===== src/hdl/sleg_pkg.sv =====
// Constants for the second link error status group and its command port.
// Assumes every user of the package shares one clock and one reset.
package sleg_pkg;

	// ************************************************************
	// Register geometry
	// ************************************************************
	localparam int REG_W = 16;
	localparam int LINK_N = 7;
	localparam int STD_N = 8;
	localparam int CODE_W = 4;

	localparam logic [REG_W-1:0] REG_RST = 16'h0000;
	// Bits 7 to 15 carry no condition or event
	localparam logic [REG_W-1:0] LINK_MASK = 16'h007f;
	// Standard event latch uses bits 0 to 7, bits 8 to 15 read zero
	localparam logic [REG_W-1:0] STD_MASK = 16'h00ff;

	// ************************************************************
	// Link error bit positions
	// ************************************************************
	localparam int BIT_REFERENCE = 0;
	localparam int BIT_SOURCE_SYNTH = 1;
	localparam int BIT_OUTPUT = 2;
	localparam int BIT_RF_IN_FIRST = 3;
	localparam int BIT_RF_IN_SECOND = 4;
	localparam int BIT_IQ_MOD = 5;
	localparam int BIT_CELL_SITE = 6;

	// ************************************************************
	// Command codes
	// ************************************************************
	localparam logic [CODE_W-1:0] CMD_COND_QUERY = 4'h0;
	localparam logic [CODE_W-1:0] CMD_PTR_QUERY = 4'h1;
	localparam logic [CODE_W-1:0] CMD_NTR_QUERY = 4'h2;
	localparam logic [CODE_W-1:0] CMD_PTR_WRITE = 4'h3;
	localparam logic [CODE_W-1:0] CMD_NTR_WRITE = 4'h4;
	localparam logic [CODE_W-1:0] CMD_EVENT_QUERY = 4'h5;
	localparam logic [CODE_W-1:0] CMD_ENABLE_QUERY = 4'h6;
	localparam logic [CODE_W-1:0] CMD_ENABLE_WRITE = 4'h7;
	localparam logic [CODE_W-1:0] CMD_STD_EVENT_QUERY = 4'h8;

endpackage


===== src/hdl/sleg_event_latch.sv =====
// Transition filters and sticky event register for one status group.
// Assumes the condition input is a registered value in the same clock domain.
module sleg_event_latch
	import sleg_pkg::*;
(
	// Clock and reset
	input wire logic i_clk,
	input wire logic i_nrst,
	// Condition and filters
	input wire logic [REG_W-1:0] i_cond,
	input wire logic [REG_W-1:0] i_ptr,
	input wire logic [REG_W-1:0] i_ntr,
	// Clear request, one cycle
	input wire logic i_clear,
	// Event register
	output logic [REG_W-1:0] o_event
);

	// ************************************************************
	// Edge detection
	// ************************************************************
	logic [REG_W-1:0] prev_q;
	logic [REG_W-1:0] event_q;
	logic [REG_W-1:0] event_d;
	logic [REG_W-1:0] hit;

	genvar g;
	generate
		for (g = 0; g < REG_W; g++) begin : g_bit
			// Rise through positive filter, fall through negative filter
			assign hit[g] = (i_cond[g] & ~prev_q[g] & i_ptr[g]) |
				(~i_cond[g] & prev_q[g] & i_ntr[g]);
			// A new transition wins over a clear in the same cycle
			assign event_d[g] = hit[g] | (event_q[g] & ~i_clear);
		end
	endgenerate

	always_ff @(posedge i_clk or negedge i_nrst) begin
		if (!i_nrst) begin
			prev_q <= REG_RST;
			event_q <= REG_RST;
		end else begin
			prev_q <= i_cond;
			event_q <= event_d;
		end
	end

	assign o_event = event_q;

endmodule // sleg_event_latch


===== src/hdl/sleg_top.sv =====
// Second link error status group with its standard event latch and query port.
// Assumes the command decoder presents each status command as a one-cycle strobe
// and that the higher group enables arrive as levels from their own registers.
//
// Summary of operation
// - Check link receivers at power-up and self-test
// - Group summary drives status byte bit zero
// - Status byte needs both higher group enables
// - Bits 0-3: reference, source, output, RF first
// - Bit 4 RF second, bit 5 I/Q
// - Bit 6 cell site; bits 7, 8 reserved
// - Bits 9 to 15 carry nothing
// - Condition query returns condition register
// - Transition filters are writable and readable
// - Event register clears on query and clear-status
// - Enable register is stored and readable
// - Standard event bits 8-15 read zero
module sleg_top
	import sleg_pkg::*;
(
	// Clock and reset
	input wire logic I_REF_CLK,
	input wire logic I_NRST,
	// Link receiver error levels, one per board
	input wire logic [LINK_N-1:0] I_LINK_ERR,
	// Self-test query and clear-status strobes
	input wire logic I_SELF_TEST,
	input wire logic I_CLEAR_STATUS,
	// Enables in the communication and hardware groups
	input wire logic I_COMM_SMB_EN,
	input wire logic I_HW_SMB_EN,
	// Standard event pulses, bits 0 to 7
	input wire logic [STD_N-1:0] I_STD_EVENT,
	// Status command port
	input wire logic I_CMD_VALID,
	input wire logic [CODE_W-1:0] I_CMD_CODE,
	input wire logic [REG_W-1:0] I_CMD_DATA,
	// Query answer
	output logic O_RSP_VALID,
	output logic [REG_W-1:0] O_RSP_DATA,
	// Summary outputs
	output logic O_GROUP_SUMMARY,
	output logic O_STB_BIT0,
	// Check activity
	output logic O_CHECK_BUSY
);

	// ************************************************************
	// Command decoding
	// ************************************************************
	function automatic logic is_cmd(input logic valid, input logic [CODE_W-1:0] code,
		input logic [CODE_W-1:0] want);
		is_cmd = valid & (code == want);
	endfunction

	function automatic logic is_query(input logic [CODE_W-1:0] code);
		is_query = (code == CMD_COND_QUERY) | (code == CMD_PTR_QUERY) |
			(code == CMD_NTR_QUERY) | (code == CMD_EVENT_QUERY) |
			(code == CMD_ENABLE_QUERY) | (code == CMD_STD_EVENT_QUERY);
	endfunction

	wire ptr_wr = is_cmd(I_CMD_VALID, I_CMD_CODE, CMD_PTR_WRITE);
	wire ntr_wr = is_cmd(I_CMD_VALID, I_CMD_CODE, CMD_NTR_WRITE);
	wire enable_wr = is_cmd(I_CMD_VALID, I_CMD_CODE, CMD_ENABLE_WRITE);
	wire event_rd = is_cmd(I_CMD_VALID, I_CMD_CODE, CMD_EVENT_QUERY);
	wire std_rd = is_cmd(I_CMD_VALID, I_CMD_CODE, CMD_STD_EVENT_QUERY);
	wire any_query = I_CMD_VALID & is_query(I_CMD_CODE);

	// ************************************************************
	// Link check sequencing
	// ************************************************************
	// The first cycle after reset release stands for the power-up check
	logic power_up_q;
	logic check_q;
	wire check_now = power_up_q | I_SELF_TEST;

	always_ff @(posedge I_REF_CLK or negedge I_NRST) begin
		if (!I_NRST) begin
			power_up_q <= 1'b1;
			check_q <= 1'b0;
		end else begin
			power_up_q <= 1'b0;
			check_q <= check_now;
		end
	end

	// ************************************************************
	// Condition register
	// ************************************************************
	// Errors are sampled only at a check, so a receiver glitch between
	// checks is not reported; that matches a query-driven self-test.
	logic [REG_W-1:0] cond_q;
	logic [REG_W-1:0] cond_d;
	logic [REG_W-1:0] cond_sample;

	always_comb begin
		cond_sample = REG_RST;
		cond_sample[BIT_REFERENCE] = I_LINK_ERR[BIT_REFERENCE];
		cond_sample[BIT_SOURCE_SYNTH] = I_LINK_ERR[BIT_SOURCE_SYNTH];
		cond_sample[BIT_OUTPUT] = I_LINK_ERR[BIT_OUTPUT];
		cond_sample[BIT_RF_IN_FIRST] = I_LINK_ERR[BIT_RF_IN_FIRST];
		cond_sample[BIT_RF_IN_SECOND] = I_LINK_ERR[BIT_RF_IN_SECOND];
		cond_sample[BIT_IQ_MOD] = I_LINK_ERR[BIT_IQ_MOD];
		cond_sample[BIT_CELL_SITE] = I_LINK_ERR[BIT_CELL_SITE];
	end

	// Reserved and unused bits are forced to zero
	assign cond_d = check_now ? (cond_sample & LINK_MASK) : cond_q;

	always_ff @(posedge I_REF_CLK or negedge I_NRST) begin
		if (!I_NRST) begin
			cond_q <= REG_RST;
		end else begin
			cond_q <= cond_d;
		end
	end

	// ************************************************************
	// Filter and enable registers
	// ************************************************************
	logic [REG_W-1:0] ptr_q;
	logic [REG_W-1:0] ntr_q;
	logic [REG_W-1:0] enable_q;
	wire [REG_W-1:0] ptr_d = ptr_wr ? I_CMD_DATA : ptr_q;
	wire [REG_W-1:0] ntr_d = ntr_wr ? I_CMD_DATA : ntr_q;
	// Writing zero or a reset is the only way to clear the mask
	wire [REG_W-1:0] enable_d = enable_wr ? I_CMD_DATA : enable_q;

	always_ff @(posedge I_REF_CLK or negedge I_NRST) begin
		if (!I_NRST) begin
			ptr_q <= REG_RST;
			ntr_q <= REG_RST;
			enable_q <= REG_RST;
		end else begin
			ptr_q <= ptr_d;
			ntr_q <= ntr_d;
			enable_q <= enable_d;
		end
	end

	// ************************************************************
	// Event register
	// ************************************************************
	logic [REG_W-1:0] event_val;
	wire event_clear = event_rd | I_CLEAR_STATUS;

	sleg_event_latch u_event (
		.i_clk(I_REF_CLK),
		.i_nrst(I_NRST),
		.i_cond(cond_q),
		.i_ptr(ptr_q),
		.i_ntr(ntr_q),
		.i_clear(event_clear),
		.o_event(event_val)
	);

	// ************************************************************
	// Standard event latch
	// ************************************************************
	logic [REG_W-1:0] std_q;
	logic [REG_W-1:0] std_set;
	wire std_clear = std_rd | I_CLEAR_STATUS;

	assign std_set = {{(REG_W-STD_N){1'b0}}, I_STD_EVENT};
	// A pulse in the clearing cycle survives; upper bits stay zero
	wire [REG_W-1:0] std_d = (std_set | (std_q & {REG_W{~std_clear}})) & STD_MASK;

	always_ff @(posedge I_REF_CLK or negedge I_NRST) begin
		if (!I_NRST) begin
			std_q <= REG_RST;
		end else begin
			std_q <= std_d;
		end
	end

	// ************************************************************
	// Summary path
	// ************************************************************
	wire group_summary = |(event_val & enable_q);
	// Both higher stages must pass the summary up to the status byte
	wire stb_bit0 = group_summary & I_COMM_SMB_EN & I_HW_SMB_EN;
	logic summary_q;
	logic stb_q;

	always_ff @(posedge I_REF_CLK or negedge I_NRST) begin
		if (!I_NRST) begin
			summary_q <= 1'b0;
			stb_q <= 1'b0;
		end else begin
			summary_q <= group_summary;
			stb_q <= stb_bit0;
		end
	end

	// ************************************************************
	// Query answers
	// ************************************************************
	// Event query returns the value before its own clear takes effect
	logic [REG_W-1:0] rsp_sel;
	logic rsp_valid_q;
	logic [REG_W-1:0] rsp_data_q;

	always_comb begin
		rsp_sel = REG_RST;
		unique case (I_CMD_CODE)
			CMD_COND_QUERY: rsp_sel = cond_q;
			CMD_PTR_QUERY: rsp_sel = ptr_q;
			CMD_NTR_QUERY: rsp_sel = ntr_q;
			CMD_EVENT_QUERY: rsp_sel = event_val;
			CMD_ENABLE_QUERY: rsp_sel = enable_q;
			CMD_STD_EVENT_QUERY: rsp_sel = std_q;
			default: rsp_sel = REG_RST;
		endcase
	end

	wire [REG_W-1:0] rsp_data_d = any_query ? rsp_sel : rsp_data_q;

	always_ff @(posedge I_REF_CLK or negedge I_NRST) begin
		if (!I_NRST) begin
			rsp_valid_q <= 1'b0;
			rsp_data_q <= REG_RST;
		end else begin
			rsp_valid_q <= any_query;
			rsp_data_q <= rsp_data_d;
		end
	end

	assign O_RSP_VALID = rsp_valid_q;
	assign O_RSP_DATA = rsp_data_q;
	assign O_GROUP_SUMMARY = summary_q;
	assign O_STB_BIT0 = stb_q;
	assign O_CHECK_BUSY = check_q;

endmodule // sleg_top


===== config.mk =====
export PLATFORM = sky130hd
export DESIGN_NAME = sleg_top
export DESIGN_NICKNAME = d
export VERILOG_FILES = /design/src/hdl/sleg_pkg.sv /design/src/hdl/sleg_event_latch.sv /design/src/hdl/sleg_top.sv
export SDC_FILE = /design/constraint.sdc
export NUM_CORES = 1
export LEC_CHECK = 0
export BUFFER_PORTS_ARGS = -buffer_cell sky130_fd_sc_hd__buf_2
export CAP_MARGIN = 20
export CORE_ASPECT_RATIO = 0.8
export CORE_MARGIN = 2
export CORE_UTILIZATION = 60
export DETAILED_ROUTE_END_ITERATION = 6
export PLACE_DENSITY = 0.82
export SLEW_MARGIN = 20
export SYNTH_ARGS = -nofsm -noshare
export SYNTH_HDL_FRONTEND = slang
export SYNTH_HIERARCHICAL = 1
export SYNTH_SLANG_ARGS = --single-unit

===== constraint.sdc =====
create_clock -name I_REF_CLK -period 2.9 [get_ports I_REF_CLK]
set_input_delay 0.58 -clock I_REF_CLK [delete_from_list [all_inputs] [get_ports I_REF_CLK]]
set_output_delay 0.58 -clock I_REF_CLK [all_outputs]
set_load 0.01 [all_outputs]

* Word-level counts from Yosys, hierarchy flattened
Index checks and enable logic that the tools add are counted.
** Word-level totals
- Register bits after elaboration :: 107
- Input port bits :: 42
- Output and inout port bits :: 20
- Logic and storage cells :: 117
** Cells by class
- Equal/unequal tests :: 8
- Multiplexer cells :: 1
- Bitwise logic cells :: 93
- Reductions and logical operators :: 2
** Operator list (number)
- $pmux 16 s6 :: 1
- $and 1x1->1 :: 52
- $or 1x1->1 :: 22
- $and 16x16->16 :: 1
- $eq 4x3->1 const B :: 4
- $not 1->1 :: 16
- $reduce_or 16->1 :: 1
- $and 8x8->8 :: 1
- $eq 4x2->1 const B :: 2
- $or 8x8->8 :: 1
- $eq 4x1->1 const B :: 1
- $eq 4x4->1 const B :: 1
- $logic_not 4->1 :: 1

* Depth between registers and ports, before layout
- Depth in word-level cells :: 7
- Gate-level depth with buffers :: 8

* Modules after synthesis
The synthesis kept the hierarchy.
** Modules (own cells, without submodules)
- sleg_top :: times used 1, cells an instance 275, area each 3749.8 sq um, sequential area each 2103.3 sq um
- sleg_event_latch :: times used 1, cells an instance 97, area each 1236.2 sq um, sequential area each 800.8 sq um

* Worst setup path before layout
Ideal clock, no wire load.
- Kind :: input -> register
- Start point :: input port I_CMD_CODE[1]
- End point :: register u_event.event_q[11], in the netlist u_event/o_event[11]
- Setup time :: 0.127 ns
- Data arrival time :: 1.809 ns
- Data required time :: 2.773 ns
- Setup slack :: 0.964 ns
- Stages :: 8
- Path through :: buf_2 -> nor4bb_1 -> buf_2 -> buf_4 -> a21o_1 -> buf_6 -> nand2b_4 -> o211ai_2
** Between the ends
- Longest elaborated chain between the ends :: 5
** RTL lines
- start, declared :: line sleg_top.sv:36 : input wire logic [CODE_W-1:0] I_CMD_CODE,
- $eq 4x3->1 :: line sleg_top.sv:53 : is_cmd = valid & (code == want);
- $and 1x1->1 :: line sleg_top.sv:53
- $or 1x1->1 :: line sleg_top.sv:145 : wire event_clear = event_rd | I_CLEAR_STATUS;
- via event_clear :: line sleg_top.sv:145
- $not 1->1 :: line sleg_event_latch.sv:34 : assign event_d[g] = hit[g] | (event_q[g] & ~i_clear);
- $and 1x1->1 :: line sleg_event_latch.sv:34
- via u_event.event_d[11] :: line sleg_event_latch.sv:24 : logic [REG_W-1:0] event_d;
- end signal, assigned :: line sleg_event_latch.sv:44 : event_q <= event_d;
- end, declared :: line sleg_event_latch.sv:23 : logic [REG_W-1:0] event_q;
The timed path passes the listed nets, and every way through them passes these cells.
A chain may end at the register's enable or synchronous reset.

* Final worst setup path
- Start point :: input port I_CMD_CODE[0]
- End point :: register u_event.event_q[12], in the netlist u_event/o_event[12]
Same word-level chain as after synthesis.

==> metrics.csv <==
metric;value;unit
status;finished clean;
synth_adder_area_share;0;%
fin_ws;1080;ps
setup_viol;0;
fin_crit;1820;ps
p_clk_share;45.9;%
clk_latency;520;ps
finalHoldViolCount;0;
period_share;62.7;%
cts-root-buf;clkbuf_8;
wire_per_inst;20.7;um
yosys_warnings;6;
fin_nets;511;
synth_seq_cells;116;
cap_violations;0;
p_sw_share;24.2;%
maxSlewViolCount;0;
boundaryPins;62;
grt_max_degree;54;
initial_core_util;62.5;%
rows;29;
fmax;550;MHz
drtIter0Drc;269;
synth_compound_area_share;14.5;%
antenna_found_initial;0;
tritoncts;built;
clkSinkCount;116;
cts_hold_buffers;0;
intPower;3.88;mW
ir_drop;0.000629;V
antenna_left;0;
fp.dieArea;9060;um^2
drtPass1Iterations;5;
post_drt_via_cell_ratio;6.12;
tns;0;ps
vias;3603;
area_growth;23.7;%
busiest_layer;met2;
final_common_cell;dfrtp_1;
criticalPathCategory;input pin to flop;
worst_setup_path_end_kind;flop;
n_antenna_cell;0;
met3_usage;6.91;%
ys_seq_area_share;58.2;%
cp_slowest_cell;a21o_1;
drc;0;
place_hpwl;7680;um
cts_max_level;4;
synthCells;372;
start_kind;input pin;
cpPeakStageDelay;560;ps
cts_setup_buffers;0;
rsz0062_at_grt;false;
routed_wl;12200;um
use_met1;40.0;%
cp_data_required_time;3300;ps
crit_chain;buf_2, nor4bb_2, a21o_1, nand2b_4, o211ai_2;
synthXorXnorAreaFrac;0;%
path_max_fanout;21;
p_seq_share;42.0;%
grt_pass1_vias;3836;
clkTransAtPathRegs;60;ps
final_cell_mix;dfrtp_1 (115), buf_2 (60), mux2_2 (57), conb_1 (28), nand2_1 (24);
fp.dieH;85.5;um
cts_buffers;17;
fin_util;77.3;%
synth.cell_area;4990;um^2
die_w;106;um
hold_path.class;input pin to async pin;
p_comb_share;12.1;%
relSlewSlack;40.9;%
cts_buffer_depth;2;
postCtsResizedCells;0;
synth_mux_area_share;14.1;%
grt_overflow;0;
use_met2;46.7;%
io_buffers;61;
synth_cell_types;41;
dp_slack;579;ps
grt_use_total;29.7;%
drive_gt1_share;35.6;%
fin_skew;4.72;ps
tightestPinTransition;883;ps
grt_pass1_wl;19900;um
power_switching;1.24;mW
synthSimpleGateAreaFrac;10.3;%
coreArea;7980;um^2
p_leak;2.84;nW
place.gp.congestion;0.804;
synth_top_family_by_area;compound AO/OA/AOI/OAI gates;
cp.arrival;2220;ps
power_density;830;nW/um^2
syn_area_per_cell;13.4;um^2
metrics by stage:
step	power, mW	std cells	cell area (um^2)	hold WS (ps)
floorplan	2.49	399	5090	284
global placement	2.72	558	5500	432
detailed placement	2.76	558	5500	440
CTS	5.14	589	6170	13.5
global route	5.31	589	6170	36.1
finish	5.12	589	6170	17.7
final timing paths:
path | from | end | slack, ps | cells past startpoint
hold / removal | I_NRST | cond_q[1]$_DFFE_PN0P_ | 20 | 1
setup reg to reg | u_event/o_event[0]$_DFF_PN0_ | O_STB_BIT0$_DFF_PN0_ | 1200 | 4
min in group I_REF_CLK | I_STD_EVENT[3] | std_q[3]$_DFF_PN0_ | 240 | 2
max in group asynchronous | I_NRST | enable_q[0]$_DFFE_PN0P_ | 2080 | 2
hold reg to reg | cond_q[4]$_DFFE_PN0P_ | u_event/prev_q[4]$_DFF_PN0_ | 460 | 0
setup / recovery | I_CMD_CODE[0] | u_event/o_event[12]$_DFF_PN0_ | 1080 | 5
sequential cells by signal, indices dropped and copies added (netlist names), 7 cells and up:
name	flops
O_RSP_DATA	16
enable_q	16
ntr_q	16
ptr_q	16
u_event/o_event	16
u_event/prev_q	16
std_q	8
cond_q	7
power by group through the flow:
stage / Clock, mW / Combinational [mW] / Sequential, mW
finish: 2.35 / 0.618 / 2.15
global route: 2.45 / 0.680 / 2.18
CTS: 2.38 / 0.617 / 2.15
detailed placement: 0 / 0.604 / 2.16
global placement: 0 / 0.572 / 2.14
floorplan: 0 / 0.391 / 2.10
cells in the mapped netlist:
master | count | area (um^2)
dfrtp_1 | 115 | 2880
mux2_2 | 57 | 642
nand2_1 | 24 | 90.1
nand3b_1 | 20 | 150
a22o_1 | 16 | 140
a221oi_1 | 13 | 114
nand2b_1 | 13 | 81.3
o211ai_1 | 13 | 97.6
a21o_1 | 12 | 90.1
a21oi_1 | 12 | 60.1
o21ai_0 | 11 | 55.1
buf_2 | 9 | 45.0
buf_4 | 7 | 52.6
a2bb2oi_1 | 5 | 43.8
mux2i_1 | 5 | 50.1
a222oi_1 | 4 | 40.0
inv_1 | 4 | 15.0
a22oi_1 | 3 | 22.5
buf_6 | 2 | 22.5
nand2b_4 | 2 | 27.5
nor2_1 | 2 | 7.51
nor4b_4 | 2 | 47.6
nor4bb_1 | 2 | 20.0
o211ai_2 | 2 | 25.0
a31oi_4 | 1 | 21.3
and3_1 | 1 | 6.26
and4_1 | 1 | 8.76
and4bb_1 | 1 | 12.5
clkbuf_1 | 1 | 3.75
conb_1 | 1 | 3.75
dfstp_2 | 1 | 26.3
mux2_1 | 1 | 11.3
nand3_2 | 1 | 10.0
nand4_1 | 1 | 6.26
nand4_2 | 1 | 12.5
nor2_2 | 1 | 6.26
nor2b_1 | 1 | 6.26
nor3_1 | 1 | 5.00
nor4b_2 | 1 | 15.0
o21ai_1 | 1 | 5.00
o221ai_1 | 1 | 8.76
kinds of logic after synthesis:
kind of cell	after synthesis
multiplexers	63
other	1
AND/OR/NAND/NOR	75
AO/OA/AOI/OAI	94
buffers and inverters	23
flip-flops	116
critical path: cells and delay by family:
family	cells	cell delay, ps
buffers and inverters	1	400
AND/OR/NAND/NOR	2	590
AO/OA/AOI/OAI	2	630
layer usage:
layer	part of all wire, %	wire length (um)	up-vias
met1	43	5200	1824
met3	6.3	766	43
met4	2.7	331	0
met5	0	0	-
li1	-	-	1570
met2	48	5870	166
area by class of cell:
class                      instances  area [um^2]
sequential                       116         2900
multi-input combinational        260         2060
clock buffer                      22          473
timing repair buffer              70          388
tap                              108          135
clock inverter                     9          198
fill                             499         1810
inverter                           4         15.0
Note: power is estimated with default switching activity, not from simulation.
